**src/pkg/urd_defs.vh**
```
// constants for the uart register decode and loopback block
`ifndef URD_DEFS_VH
`define URD_DEFS_VH

// register offsets on the 3-bit address
`define URD_A_0          3'h0
`define URD_A_1          3'h1
`define URD_A_2          3'h2
`define URD_A_3          3'h3
`define URD_A_4          3'h4
`define URD_A_5          3'h5
`define URD_A_6          3'h6
`define URD_A_7          3'h7

// line control value that opens the enhanced bank
`define URD_LC_ENH_KEY   8'hbf

// field positions
`define URD_DIV_BIT      7
`define URD_ENH_BIT      4
`define URD_SEL7_BIT     6
`define URD_LOOP_BIT     4
`define URD_OP2_BIT      3
`define URD_OP1_BIT      2
`define URD_RTS_BIT      1
`define URD_DTR_BIT      0

// decoded targets, read and write meaning per direction
`define URD_T_NONE       5'h00
`define URD_T_HOLD       5'h01
`define URD_T_DLL        5'h02
`define URD_T_DLM        5'h03
`define URD_T_DLD        5'h04
`define URD_T_REV        5'h05
`define URD_T_ID         5'h06
`define URD_T_IER        5'h07
`define URD_T_ISRQ       5'h08
`define URD_T_LCR        5'h09
`define URD_T_MCR        5'h0a
`define URD_T_LSR        5'h0b
`define URD_T_MSR        5'h0c
`define URD_T_SPR        5'h0d
`define URD_T_EMFC       5'h0e
`define URD_T_FCTRIG     5'h0f
`define URD_T_FEATURE_CONTROL       5'h10
`define URD_T_EFR        5'h11
`define URD_T_XON1       5'h12
`define URD_T_XON2       5'h13
`define URD_T_XOFF1      5'h14
`define URD_T_XOFF2      5'h15

// reset values
`define URD_RST_BYTE     8'h00
`define URD_RST_LCR      8'h00
`define URD_RST_MCR      8'h00

// identity codes, values are arbitrary
`define URD_REV_CODE     8'h5a
`define URD_ID_CODE      8'ha5

`endif

```
**src/rtl/urd_regs.v**
```verilog
// register decode, register file and internal loopback of the uart
`timescale 1ns/100ps
`include "urd_defs.vh"

module urd_regs
(
    input  wire       REF_CLK,
    input  wire       RST_B,
    input  wire [2:0] ADDR,
    input  wire [7:0] WR_DATA,
    input  wire       WR_STB,
    input  wire       RD_STB,
    output reg  [7:0] RD_DATA,
    output reg        RD_VALID,
    input  wire [7:0] RX_HOLD_IN,
    input  wire [7:0] ISR_IN,
    input  wire [7:0] LSR_IN,
    input  wire [7:0] MSR_IN,
    input  wire [7:0] FIFO_LEVEL_IN,
    output reg        TX_LOAD,
    output reg  [7:0] TX_DATA,
    output reg        QCTL_LOAD,
    output reg        FIFO_TRIGGER_LEVEL_LOAD,
    output reg        ENHANCED_MODE_SELECT_LOAD,
    output reg  [7:0] CTL_DATA,
    output reg        RX_POP,
    output reg        ISR_READ,
    output reg        LSR_READ,
    output reg        MSR_READ,
    output reg  [7:0] DIV_LOW,
    output reg  [7:0] DIV_HIGH,
    output reg  [7:0] DIV_FRAC,
    output reg  [7:0] INT_ENABLE,
    output reg  [7:0] LINE_CTL,
    output reg  [7:0] MODEM_CTL,
    output reg  [7:0] MSR_CTL,
    output reg  [7:0] FEATURE_CTL,
    output reg  [7:0] ENH_FUNC,
    output reg  [7:0] RESUME_ONE,
    output reg  [7:0] RESUME_TWO,
    output reg  [7:0] PAUSE_ONE,
    output reg  [7:0] PAUSE_TWO,
    output reg        LOOPBACK,
    input  wire       TSR_SERIAL,
    input  wire       RX_PIN,
    output reg        RSR_SERIAL,
    output reg        TX_PIN,
    output reg        RTS_PIN_B,
    output reg        DTR_PIN_B,
    input  wire       CTS_PIN_B,
    input  wire       DSR_PIN_B,
    input  wire       CD_PIN_B,
    input  wire       RI_PIN_B,
    output reg        CTS_CORE_B,
    output reg        DSR_CORE_B,
    output reg        CD_CORE_B,
    output reg        RI_CORE_B
);

    // address decode shared by the read and write paths
    function [4:0] dec_sel;
        input [2:0] a;
        input       rd;
        input [7:0] lc;
        input       enh4;
        input       sel7;
        input       divz;
        reg         bank;
        reg         dv;
        begin
            bank = (lc == `URD_LC_ENH_KEY);
            dv   = lc[`URD_DIV_BIT];
            dec_sel = `URD_T_NONE;
            case (a)
                `URD_A_0:
                begin
                    if (bank)
                        dec_sel = `URD_T_FCTRIG;
                    else if (dv)
                        dec_sel = (rd && divz) ? `URD_T_REV : `URD_T_DLL;
                    else
                        dec_sel = `URD_T_HOLD;
                end
                `URD_A_1:
                begin
                    if (bank)
                        dec_sel = `URD_T_FEATURE_CONTROL;
                    else if (dv)
                        dec_sel = (rd && divz) ? `URD_T_ID : `URD_T_DLM;
                    else
                        dec_sel = `URD_T_IER;
                end
                `URD_A_2:
                begin
                    if (bank)
                        dec_sel = `URD_T_EFR;
                    else if (dv && enh4)
                        dec_sel = `URD_T_DLD;
                    else
                        dec_sel = `URD_T_ISRQ;
                end
                `URD_A_3:
                    dec_sel = `URD_T_LCR;
                `URD_A_4:
                    dec_sel = bank ? `URD_T_XON1 : `URD_T_MCR;
                `URD_A_5:
                begin
                    if (bank)
                        dec_sel = `URD_T_XON2;
                    else
                        dec_sel = rd ? `URD_T_LSR : `URD_T_NONE;
                end
                `URD_A_6:
                begin
                    if (bank)
                        dec_sel = `URD_T_XOFF1;
                    else if (rd || enh4)
                        dec_sel = `URD_T_MSR;
                    else
                        dec_sel = `URD_T_NONE;
                end
                `URD_A_7:
                begin
                    if (bank)
                        dec_sel = `URD_T_XOFF2;
                    else
                        dec_sel = sel7 ? `URD_T_EMFC : `URD_T_SPR;
                end
                default:
                    dec_sel = `URD_T_NONE;
            endcase
        end
    endfunction

    reg  [7:0] spr_q;
    reg  [4:0] s1_q;
    reg  [4:0] s2_q;
    reg  [4:0] s3_q;
    reg  [4:0] filt_q;
    wire [4:0] pin_raw;
    wire       divz;
    wire       loop_on;
    wire [4:0] wsel;
    wire [4:0] rsel;
    reg  [7:0] rd_d;

    assign divz    = (DIV_LOW == 8'h00) && (DIV_HIGH == 8'h00);
    assign loop_on = MODEM_CTL[`URD_LOOP_BIT];
    assign wsel    = dec_sel(ADDR, 1'b0, LINE_CTL, ENH_FUNC[`URD_ENH_BIT],
                             FEATURE_CTL[`URD_SEL7_BIT], divz);
    assign rsel    = dec_sel(ADDR, 1'b1, LINE_CTL, ENH_FUNC[`URD_ENH_BIT],
                             FEATURE_CTL[`URD_SEL7_BIT], divz);
    assign pin_raw = {RI_PIN_B, CD_PIN_B, DSR_PIN_B, CTS_PIN_B, RX_PIN};

    // three-stage pin synchroniser; a change counts once stages two and three agree
    genvar gi;
    generate
        for (gi = 0; gi < 5; gi = gi + 1)
        begin : g_sync
            always @(posedge REF_CLK or negedge RST_B)
            begin
                if (!RST_B)
                begin
                    s1_q[gi]   <= 1'b1;
                    s2_q[gi]   <= 1'b1;
                    s3_q[gi]   <= 1'b1;
                    filt_q[gi] <= 1'b1;
                end
                else
                begin
                    s1_q[gi] <= pin_raw[gi];
                    s2_q[gi] <= s1_q[gi];
                    s3_q[gi] <= s2_q[gi];
                    if (s2_q[gi] == s3_q[gi])
                        filt_q[gi] <= s3_q[gi];
                end
            end
        end
    endgenerate

    // register file writes; unmapped or read-only targets store nothing
    always @(posedge REF_CLK or negedge RST_B)
    begin
        if (!RST_B)
        begin
            DIV_LOW     <= `URD_RST_BYTE;
            DIV_HIGH    <= `URD_RST_BYTE;
            DIV_FRAC    <= `URD_RST_BYTE;
            INT_ENABLE  <= `URD_RST_BYTE;
            LINE_CTL    <= `URD_RST_LCR;
            MODEM_CTL   <= `URD_RST_MCR;
            MSR_CTL     <= `URD_RST_BYTE;
            FEATURE_CTL <= `URD_RST_BYTE;
            ENH_FUNC    <= `URD_RST_BYTE;
            RESUME_ONE  <= `URD_RST_BYTE;
            RESUME_TWO  <= `URD_RST_BYTE;
            PAUSE_ONE   <= `URD_RST_BYTE;
            PAUSE_TWO   <= `URD_RST_BYTE;
            spr_q       <= `URD_RST_BYTE;
        end
        else if (WR_STB)
        begin
            case (wsel)
                `URD_T_DLL:   DIV_LOW     <= WR_DATA;
                `URD_T_DLM:   DIV_HIGH    <= WR_DATA;
                `URD_T_DLD:   DIV_FRAC    <= WR_DATA;
                `URD_T_IER:   INT_ENABLE  <= WR_DATA;
                `URD_T_LCR:   LINE_CTL    <= WR_DATA;
                `URD_T_MCR:   MODEM_CTL   <= WR_DATA;
                `URD_T_MSR:   MSR_CTL     <= WR_DATA;
                `URD_T_SPR:   spr_q       <= WR_DATA;
                `URD_T_FEATURE_CONTROL:  FEATURE_CTL <= WR_DATA;
                `URD_T_EFR:   ENH_FUNC    <= WR_DATA;
                `URD_T_XON1:  RESUME_ONE  <= WR_DATA;
                `URD_T_XON2:  RESUME_TWO  <= WR_DATA;
                `URD_T_XOFF1: PAUSE_ONE   <= WR_DATA;
                `URD_T_XOFF2: PAUSE_TWO   <= WR_DATA;
                default:      spr_q       <= spr_q;
            endcase
        end
    end

    // one-cycle load strobes toward the uart core for write-only targets
    always @(posedge REF_CLK or negedge RST_B)
    begin
        if (!RST_B)
        begin
            TX_LOAD   <= 1'b0;
            QCTL_LOAD <= 1'b0;
            FIFO_TRIGGER_LEVEL_LOAD <= 1'b0;
            ENHANCED_MODE_SELECT_LOAD <= 1'b0;
            TX_DATA   <= `URD_RST_BYTE;
            CTL_DATA  <= `URD_RST_BYTE;
        end
        else
        begin
            TX_LOAD   <= WR_STB && (wsel == `URD_T_HOLD);
            QCTL_LOAD <= WR_STB && (wsel == `URD_T_ISRQ);
            FIFO_TRIGGER_LEVEL_LOAD <= WR_STB && (wsel == `URD_T_FCTRIG);
            ENHANCED_MODE_SELECT_LOAD <= WR_STB && (wsel == `URD_T_EMFC);
            if (WR_STB)
            begin
                TX_DATA  <= WR_DATA;
                CTL_DATA <= WR_DATA;
            end
        end
    end

    // read mux; trigger and mode select targets read the fifo level, unmatched selects read as zero
    always @*
    begin
        case (rsel)
            `URD_T_HOLD:   rd_d = RX_HOLD_IN;
            `URD_T_DLL:    rd_d = DIV_LOW;
            `URD_T_DLM:    rd_d = DIV_HIGH;
            `URD_T_DLD:    rd_d = DIV_FRAC;
            `URD_T_REV:    rd_d = `URD_REV_CODE;
            `URD_T_ID:     rd_d = `URD_ID_CODE;
            `URD_T_IER:    rd_d = INT_ENABLE;
            `URD_T_ISRQ:   rd_d = ISR_IN;
            `URD_T_LCR:    rd_d = LINE_CTL;
            `URD_T_MCR:    rd_d = MODEM_CTL;
            `URD_T_LSR:    rd_d = LSR_IN;
            `URD_T_MSR:    rd_d = MSR_IN;
            `URD_T_SPR:    rd_d = spr_q;
            `URD_T_EMFC:   rd_d = FIFO_LEVEL_IN;
            `URD_T_FCTRIG: rd_d = FIFO_LEVEL_IN;
            `URD_T_FEATURE_CONTROL:   rd_d = FEATURE_CTL;
            `URD_T_EFR:    rd_d = ENH_FUNC;
            `URD_T_XON1:   rd_d = RESUME_ONE;
            `URD_T_XON2:   rd_d = RESUME_TWO;
            `URD_T_XOFF1:  rd_d = PAUSE_ONE;
            `URD_T_XOFF2:  rd_d = PAUSE_TWO;
            default:       rd_d = 8'h00;
        endcase
    end

    // read data and read side-effect strobes, one cycle after the strobe
    always @(posedge REF_CLK or negedge RST_B)
    begin
        if (!RST_B)
        begin
            RD_DATA  <= `URD_RST_BYTE;
            RD_VALID <= 1'b0;
            RX_POP   <= 1'b0;
            ISR_READ <= 1'b0;
            LSR_READ <= 1'b0;
            MSR_READ <= 1'b0;
        end
        else
        begin
            RD_VALID <= RD_STB;
            if (RD_STB)
                RD_DATA <= rd_d;
            RX_POP   <= RD_STB && (rsel == `URD_T_HOLD);
            ISR_READ <= RD_STB && (rsel == `URD_T_ISRQ);
            LSR_READ <= RD_STB && (rsel == `URD_T_LSR);
            MSR_READ <= RD_STB && (rsel == `URD_T_MSR);
        end
    end

    // loopback steering; registered so every pin comes from a flop,
    // at the cost of one clock of latency on the serial paths
    always @(posedge REF_CLK or negedge RST_B)
    begin
        if (!RST_B)
        begin
            LOOPBACK   <= 1'b0;
            TX_PIN     <= 1'b1;
            RSR_SERIAL <= 1'b1;
            RTS_PIN_B  <= 1'b1;
            DTR_PIN_B  <= 1'b1;
            CTS_CORE_B <= 1'b1;
            DSR_CORE_B <= 1'b1;
            CD_CORE_B  <= 1'b1;
            RI_CORE_B  <= 1'b1;
        end
        else if (loop_on)
        begin
            LOOPBACK   <= 1'b1;
            TX_PIN     <= 1'b1;
            RSR_SERIAL <= TSR_SERIAL;
            RTS_PIN_B  <= 1'b1;
            DTR_PIN_B  <= 1'b1;
            // modem inputs come from modem control outputs, pins ignored
            CTS_CORE_B <= ~MODEM_CTL[`URD_RTS_BIT];
            DSR_CORE_B <= ~MODEM_CTL[`URD_DTR_BIT];
            CD_CORE_B  <= ~MODEM_CTL[`URD_OP2_BIT];
            RI_CORE_B  <= ~MODEM_CTL[`URD_OP1_BIT];
        end
        else
        begin
            LOOPBACK   <= 1'b0;
            TX_PIN     <= TSR_SERIAL;
            RSR_SERIAL <= filt_q[0];
            RTS_PIN_B  <= ~MODEM_CTL[`URD_RTS_BIT];
            DTR_PIN_B  <= ~MODEM_CTL[`URD_DTR_BIT];
            CTS_CORE_B <= filt_q[1];
            DSR_CORE_B <= filt_q[2];
            CD_CORE_B  <= filt_q[3];
            RI_CORE_B  <= filt_q[4];
        end
    end

endmodule // urd_regs

```
**config.mk**
```make
export PLATFORM = sky130hd
export DESIGN_NAME = urd_regs
export DESIGN_NICKNAME = d
export VERILOG_FILES = /design/src/rtl/urd_regs.v
export VERILOG_INCLUDE_DIRS = /design/src /design/src/pkg
export SDC_FILE = /design/constraint.sdc
export NUM_CORES = 1
export LEC_CHECK = 0
export BUFFER_PORTS_ARGS = -buffer_cell sky130_fd_sc_hd__buf_2
export CAP_MARGIN = 10
export CORE_MARGIN = 5
export CORE_UTILIZATION = 54
export CTS_CLUSTER_DIAMETER = 120
export DETAILED_ROUTE_END_ITERATION = 10
export GPL_TIMING_DRIVEN = 0
export HOLD_SLACK_MARGIN = 0.05
export PLACE_DENSITY = 0.9
export SYNTH_ARGS = -nofsm -noshare
export SYNTH_HDL_FRONTEND = slang
export SYNTH_SLANG_ARGS = --single-unit
```
**constraint.sdc**
```tcl
create_clock -name REF_CLK -period 3.1 [get_ports REF_CLK]
set_clock_uncertainty 0.15 [all_clocks]
set_input_delay 0 -clock REF_CLK [delete_from_list [all_inputs] [get_ports REF_CLK]]
set_output_delay 0 -clock REF_CLK [all_outputs]
set_load 0.05 [all_outputs]
```
==> run metrics <==
routed via count 7,076; area of all placed cells without fillers ~11,000 sq um; DPL Wire Length 20,500 microns; final-layout setup total negative slack 0 ns; end of the worst register-to-register path DIV_HIGH[7]$_DFFE_PN0P_; number of buffers created by CTS 17; Pleak 5.16 nW; run status completed; Sequential Power Share 37.5%; Die Height 133 microns; Initial Util 54.4%; total number of clock tree sinks 166; number of antenna violations at the first check in global routing 0; Clock power frac 27.4%; fraction of power spent switching nets 41.2%; launching point of the worst reg2reg path LINE_CTL[7]$_DFFE_PN0P_; final-report setup violation count 0; launch point of the worst hold path DSR_PIN_B; nets 980; Post-Syn Area per Cell 12.5 sq um; vias in the first global route 7,275; Design Power between 7 and 8 mW; Horiz. Die Dim 133 microns; fraction of layout instances using a drive strength above 1 50.2%; pin count of the biggest net entering global routing around 110; headroom to the max-slew limit 42.7%; CTS Root Buffer Type sky130_fd_sc_hd__clkbuf_16; GRT overflow 0; Yosys Warn Count 0; GRT Resource Usage Total 33.2%; sum of routed wire length over all layers ~30,000 microns; endpoint kind of the worst setup timing path register; DRC viols 0; number of enable flip-flop cells after synthesis 0; worst skew pair latency 0.44 ns; critical path launch point type register; area of the die around 18,000 sq um; ANT nets after route 0; instance count along the most critical hold path 2; Syn-to-layout area delta 29.2%; n_diodes 0; WP data arrival 3.24 ns; share of the yosys chip area belonging to registers 51.4%; number of rows in the core area 45; number of search-and-repair iterations in the first detailed-routing pass 5; register clock-pin slew on the reported worst setup and hold paths 0.07 ns; Final Hold Vio Count 0; upper clock frequency limit about 330 MHz; final core utilization 70.3%; critical path required time 3.27 ns; Max-cap violations 0; FF-to-FF setup slack 0.03 ns; sw power 3.23 mW; #FFs+latches synth about 170; critical path class register to register; Yosys cell types 73; number of port buffers 205; HP Class input pin to register; Int Power 4.61 mW; number of top-level pins 207; tightest hold margin a little under 0.07 ns; maximum fanout along the worst path 10; Mapped Cells around 650; final instance count without filler cells 1,120; setup repair after global routing missed its margin true; GPL Wtd Cong roughly 1; final slew viol count 0; Gate power share around a third; count of routing violations after the opening detailed-route iteration between 1,000 and 1,500; top flip-flop cell by instance count after synthesis sky130_fd_sc_hd__dfrtp_1; top area cells in the synthesized netlist sky130_fd_sc_hd__dfrtp_1, sky130_fd_sc_hd__mux2_2, sky130_fd_sc_hd__dfstp_2; clock tree from TritonCTS done; worst setup slack before clock tree synthesis -0.342 ns; slew at the pin closest to its max-slew limit 0.860 ns; first-pass GRT wire length 44,200 microns; maximum number of buffers from clock root to sink 2; synthesized net count a little over 700; cell taking the most area after synthesis sky130_fd_sc_hd__dfrtp_1; logic depth of the worst register-to-register path 9; maximum vdd ir drop 777 uV; Syn Std Cell Area 8150 sq um; placed insts about 1,000; average wire length per cell after detail routing between 20 and 30 microns; fraction of post-synthesis cell area in the top cell type by area 42.4%; Async S/R FF share, synth 100%; count of H-tree levels built during CTS 4; Tmin final 3.07 ns; endpoint of the worst hold path s1_q[2]$_DFF_PN1_; area of the core 15,000 sq um; post-layout worst setup margin 0.0335 ns; portion of the clock cycle consumed by the worst path in the final layout between 90 and 100%; number of vias per cell 6.32; Cell Pwr Density 745 nW/um^2; Post-Place Cell Area 9450 sq um
==> synth_stat cells, types with 4 or more instances <==
library cell and number:
sky130_fd_sc_hd__dfrtp_1 138, sky130_fd_sc_hd__mux2_2 90, sky130_fd_sc_hd__nor2_1 39, sky130_fd_sc_hd__nand2_1 33, sky130_fd_sc_hd__mux2_4 32, sky130_fd_sc_hd__mux2i_1 32
sky130_fd_sc_hd__dfstp_2 28, sky130_fd_sc_hd__a21oi_1 23, sky130_fd_sc_hd__clkbuf_1 16, sky130_fd_sc_hd__nand3_1 15, sky130_fd_sc_hd__o21ai_0 13, sky130_fd_sc_hd__buf_4 12
sky130_fd_sc_hd__buf_2 11, sky130_fd_sc_hd__a22oi_1 10, sky130_fd_sc_hd__o22ai_1 10, sky130_fd_sc_hd__a31oi_1 8, sky130_fd_sc_hd__and3_1 8, sky130_fd_sc_hd__buf_6 8
sky130_fd_sc_hd__inv_1 8, sky130_fd_sc_hd__a221oi_1 7, sky130_fd_sc_hd__nand2b_1 7, sky130_fd_sc_hd__nor3_1 7, sky130_fd_sc_hd__maj3_1 5, sky130_fd_sc_hd__nor4_1 5
sky130_fd_sc_hd__nor2_4 4, sky130_fd_sc_hd__nor2_8 4, sky130_fd_sc_hd__nor2b_1 4, sky130_fd_sc_hd__or2_1 4
==> worst max-delay path: stages (launching register included) <==
cell                       delay, ns
sky130_fd_sc_hd__dfrtp_1        0.36
sky130_fd_sc_hd__buf_6          0.16
sky130_fd_sc_hd__nand4_4        0.23
sky130_fd_sc_hd__nor2_4         0.28
sky130_fd_sc_hd__buf_4          0.24
sky130_fd_sc_hd__xnor2_1        0.10
sky130_fd_sc_hd__o211ai_1       0.52
sky130_fd_sc_hd__nand2b_1       0.26
sky130_fd_sc_hd__buf_2          0.27
sky130_fd_sc_hd__mux2_2         0.37
==> placed cells by master (no fill, tap or decap), types with 6 or more instances in the layout <==
cell type                       count
sky130_fd_sc_hd__dfrtp_1          137
sky130_fd_sc_hd__clkbuf_1          16
sky130_fd_sc_hd__mux2i_1           30
sky130_fd_sc_hd__dfstp_2           28
sky130_fd_sc_hd__nor2_1            39
sky130_fd_sc_hd__nand3_1           15
sky130_fd_sc_hd__buf_4             15
sky130_fd_sc_hd__and3_1             8
sky130_fd_sc_hd__a21oi_1           21
sky130_fd_sc_hd__inv_1              8
sky130_fd_sc_hd__dlygate4sd3_1     36
sky130_fd_sc_hd__o21ai_0           10
sky130_fd_sc_hd__a31oi_1            7
sky130_fd_sc_hd__a221oi_1           6
sky130_fd_sc_hd__nand2_1           33
sky130_fd_sc_hd__mux2_2            90
sky130_fd_sc_hd__buf_2            215
sky130_fd_sc_hd__nand2b_1           7
sky130_fd_sc_hd__o22ai_1           10
sky130_fd_sc_hd__a22oi_1           10
sky130_fd_sc_hd__mux2_4            32
sky130_fd_sc_hd__clkbuf_16         17
sky130_fd_sc_hd__buf_6              9
==> timing repair <==
item / 4_1_cts / 5_1_grt
buffers inserted: 4 / 0
gates cloned: 0 / 0
setup endpoints to repair: 7 / 46
pin swaps: 2 / 4
hold buffers: 37 / 0
endpoints found under the hold margin: 222 / 0
resized for setup: 3 / 20
==> layout make-up <==
| class | instances | area (sq um) |
|---|---|---|
| buffer | 49 | 305 |
| clock buffer | 21 | 470 |
| clock inverter | 11 | 123 |
| fill | 1046 | 4450 |
| inverter | 10 | 37.5 |
| multi-input combinational | 428 | 3690 |
| sequential | 166 | 4190 |
| tap | 188 | 235 |
| timing repair buffer | 247 | 1480 |
==> worst max path at each step <==
stage | endpoint | depth (start not counted) | slack [ns] | start
3_5_place_dp | RD_DATA[6]$_DFFE_PN0P_ | 9 | -0.34 | DIV_HIGH[2]$_DFFE_PN0P_
2_1_floorplan | RD_DATA[6]$_DFFE_PN0P_ | 10 | 0.13 | LINE_CTL[7]$_DFFE_PN0P_
6_report | DIV_HIGH[7]$_DFFE_PN0P_ | 9 | 0.03 | LINE_CTL[7]$_DFFE_PN0P_
4_1_cts | DIV_LOW[1]$_DFFE_PN0P_ | 8 | 0.02 | LINE_CTL[6]$_DFFE_PN0P_
5_1_grt | RD_DATA[6]$_DFFE_PN0P_ | 11 | -0.03 | DIV_HIGH[4]$_DFFE_PN0P_
3_3_place_gp | ENH_FUNC[4]$_DFFE_PN0P_ | 1 | -0.53 | RST_B
==> power groups by stage <==
stage	Combinational (mW)	Sequential [mW]	Clock (mW)
6_report	2.75	2.94	2.15
4_1_cts	2.72	2.91	2.15
5_1_grt	2.85	2.99	2.26
3_3_place_gp	2.60	2.91	0
2_1_floorplan	0.769	4.04	0
3_5_place_dp	2.65	2.94	0
==> layer usage <==
layer	global-route usage, %	part of all wire, %
met2	52.1	47
met1	41.2	37
met4	21.3	6.9
met3	7.64	9.3
met5	0	0
==> kinds of logic (layout without fill, tap and decap cells) <==
kind of cell    after synthesis  after routing  share of synthesized area (%)
compound gates              115            115                           10.4
simple gates                152            152                           11.0
flops                       166            166                           51.4
buf+inv                      59            338                           4.18
mux                         154            154                           22.3
fa+ha+maj                     5              5                          0.614
xor+xnor                      2              2                          0.215
Power figures use the tool's default switching activity.
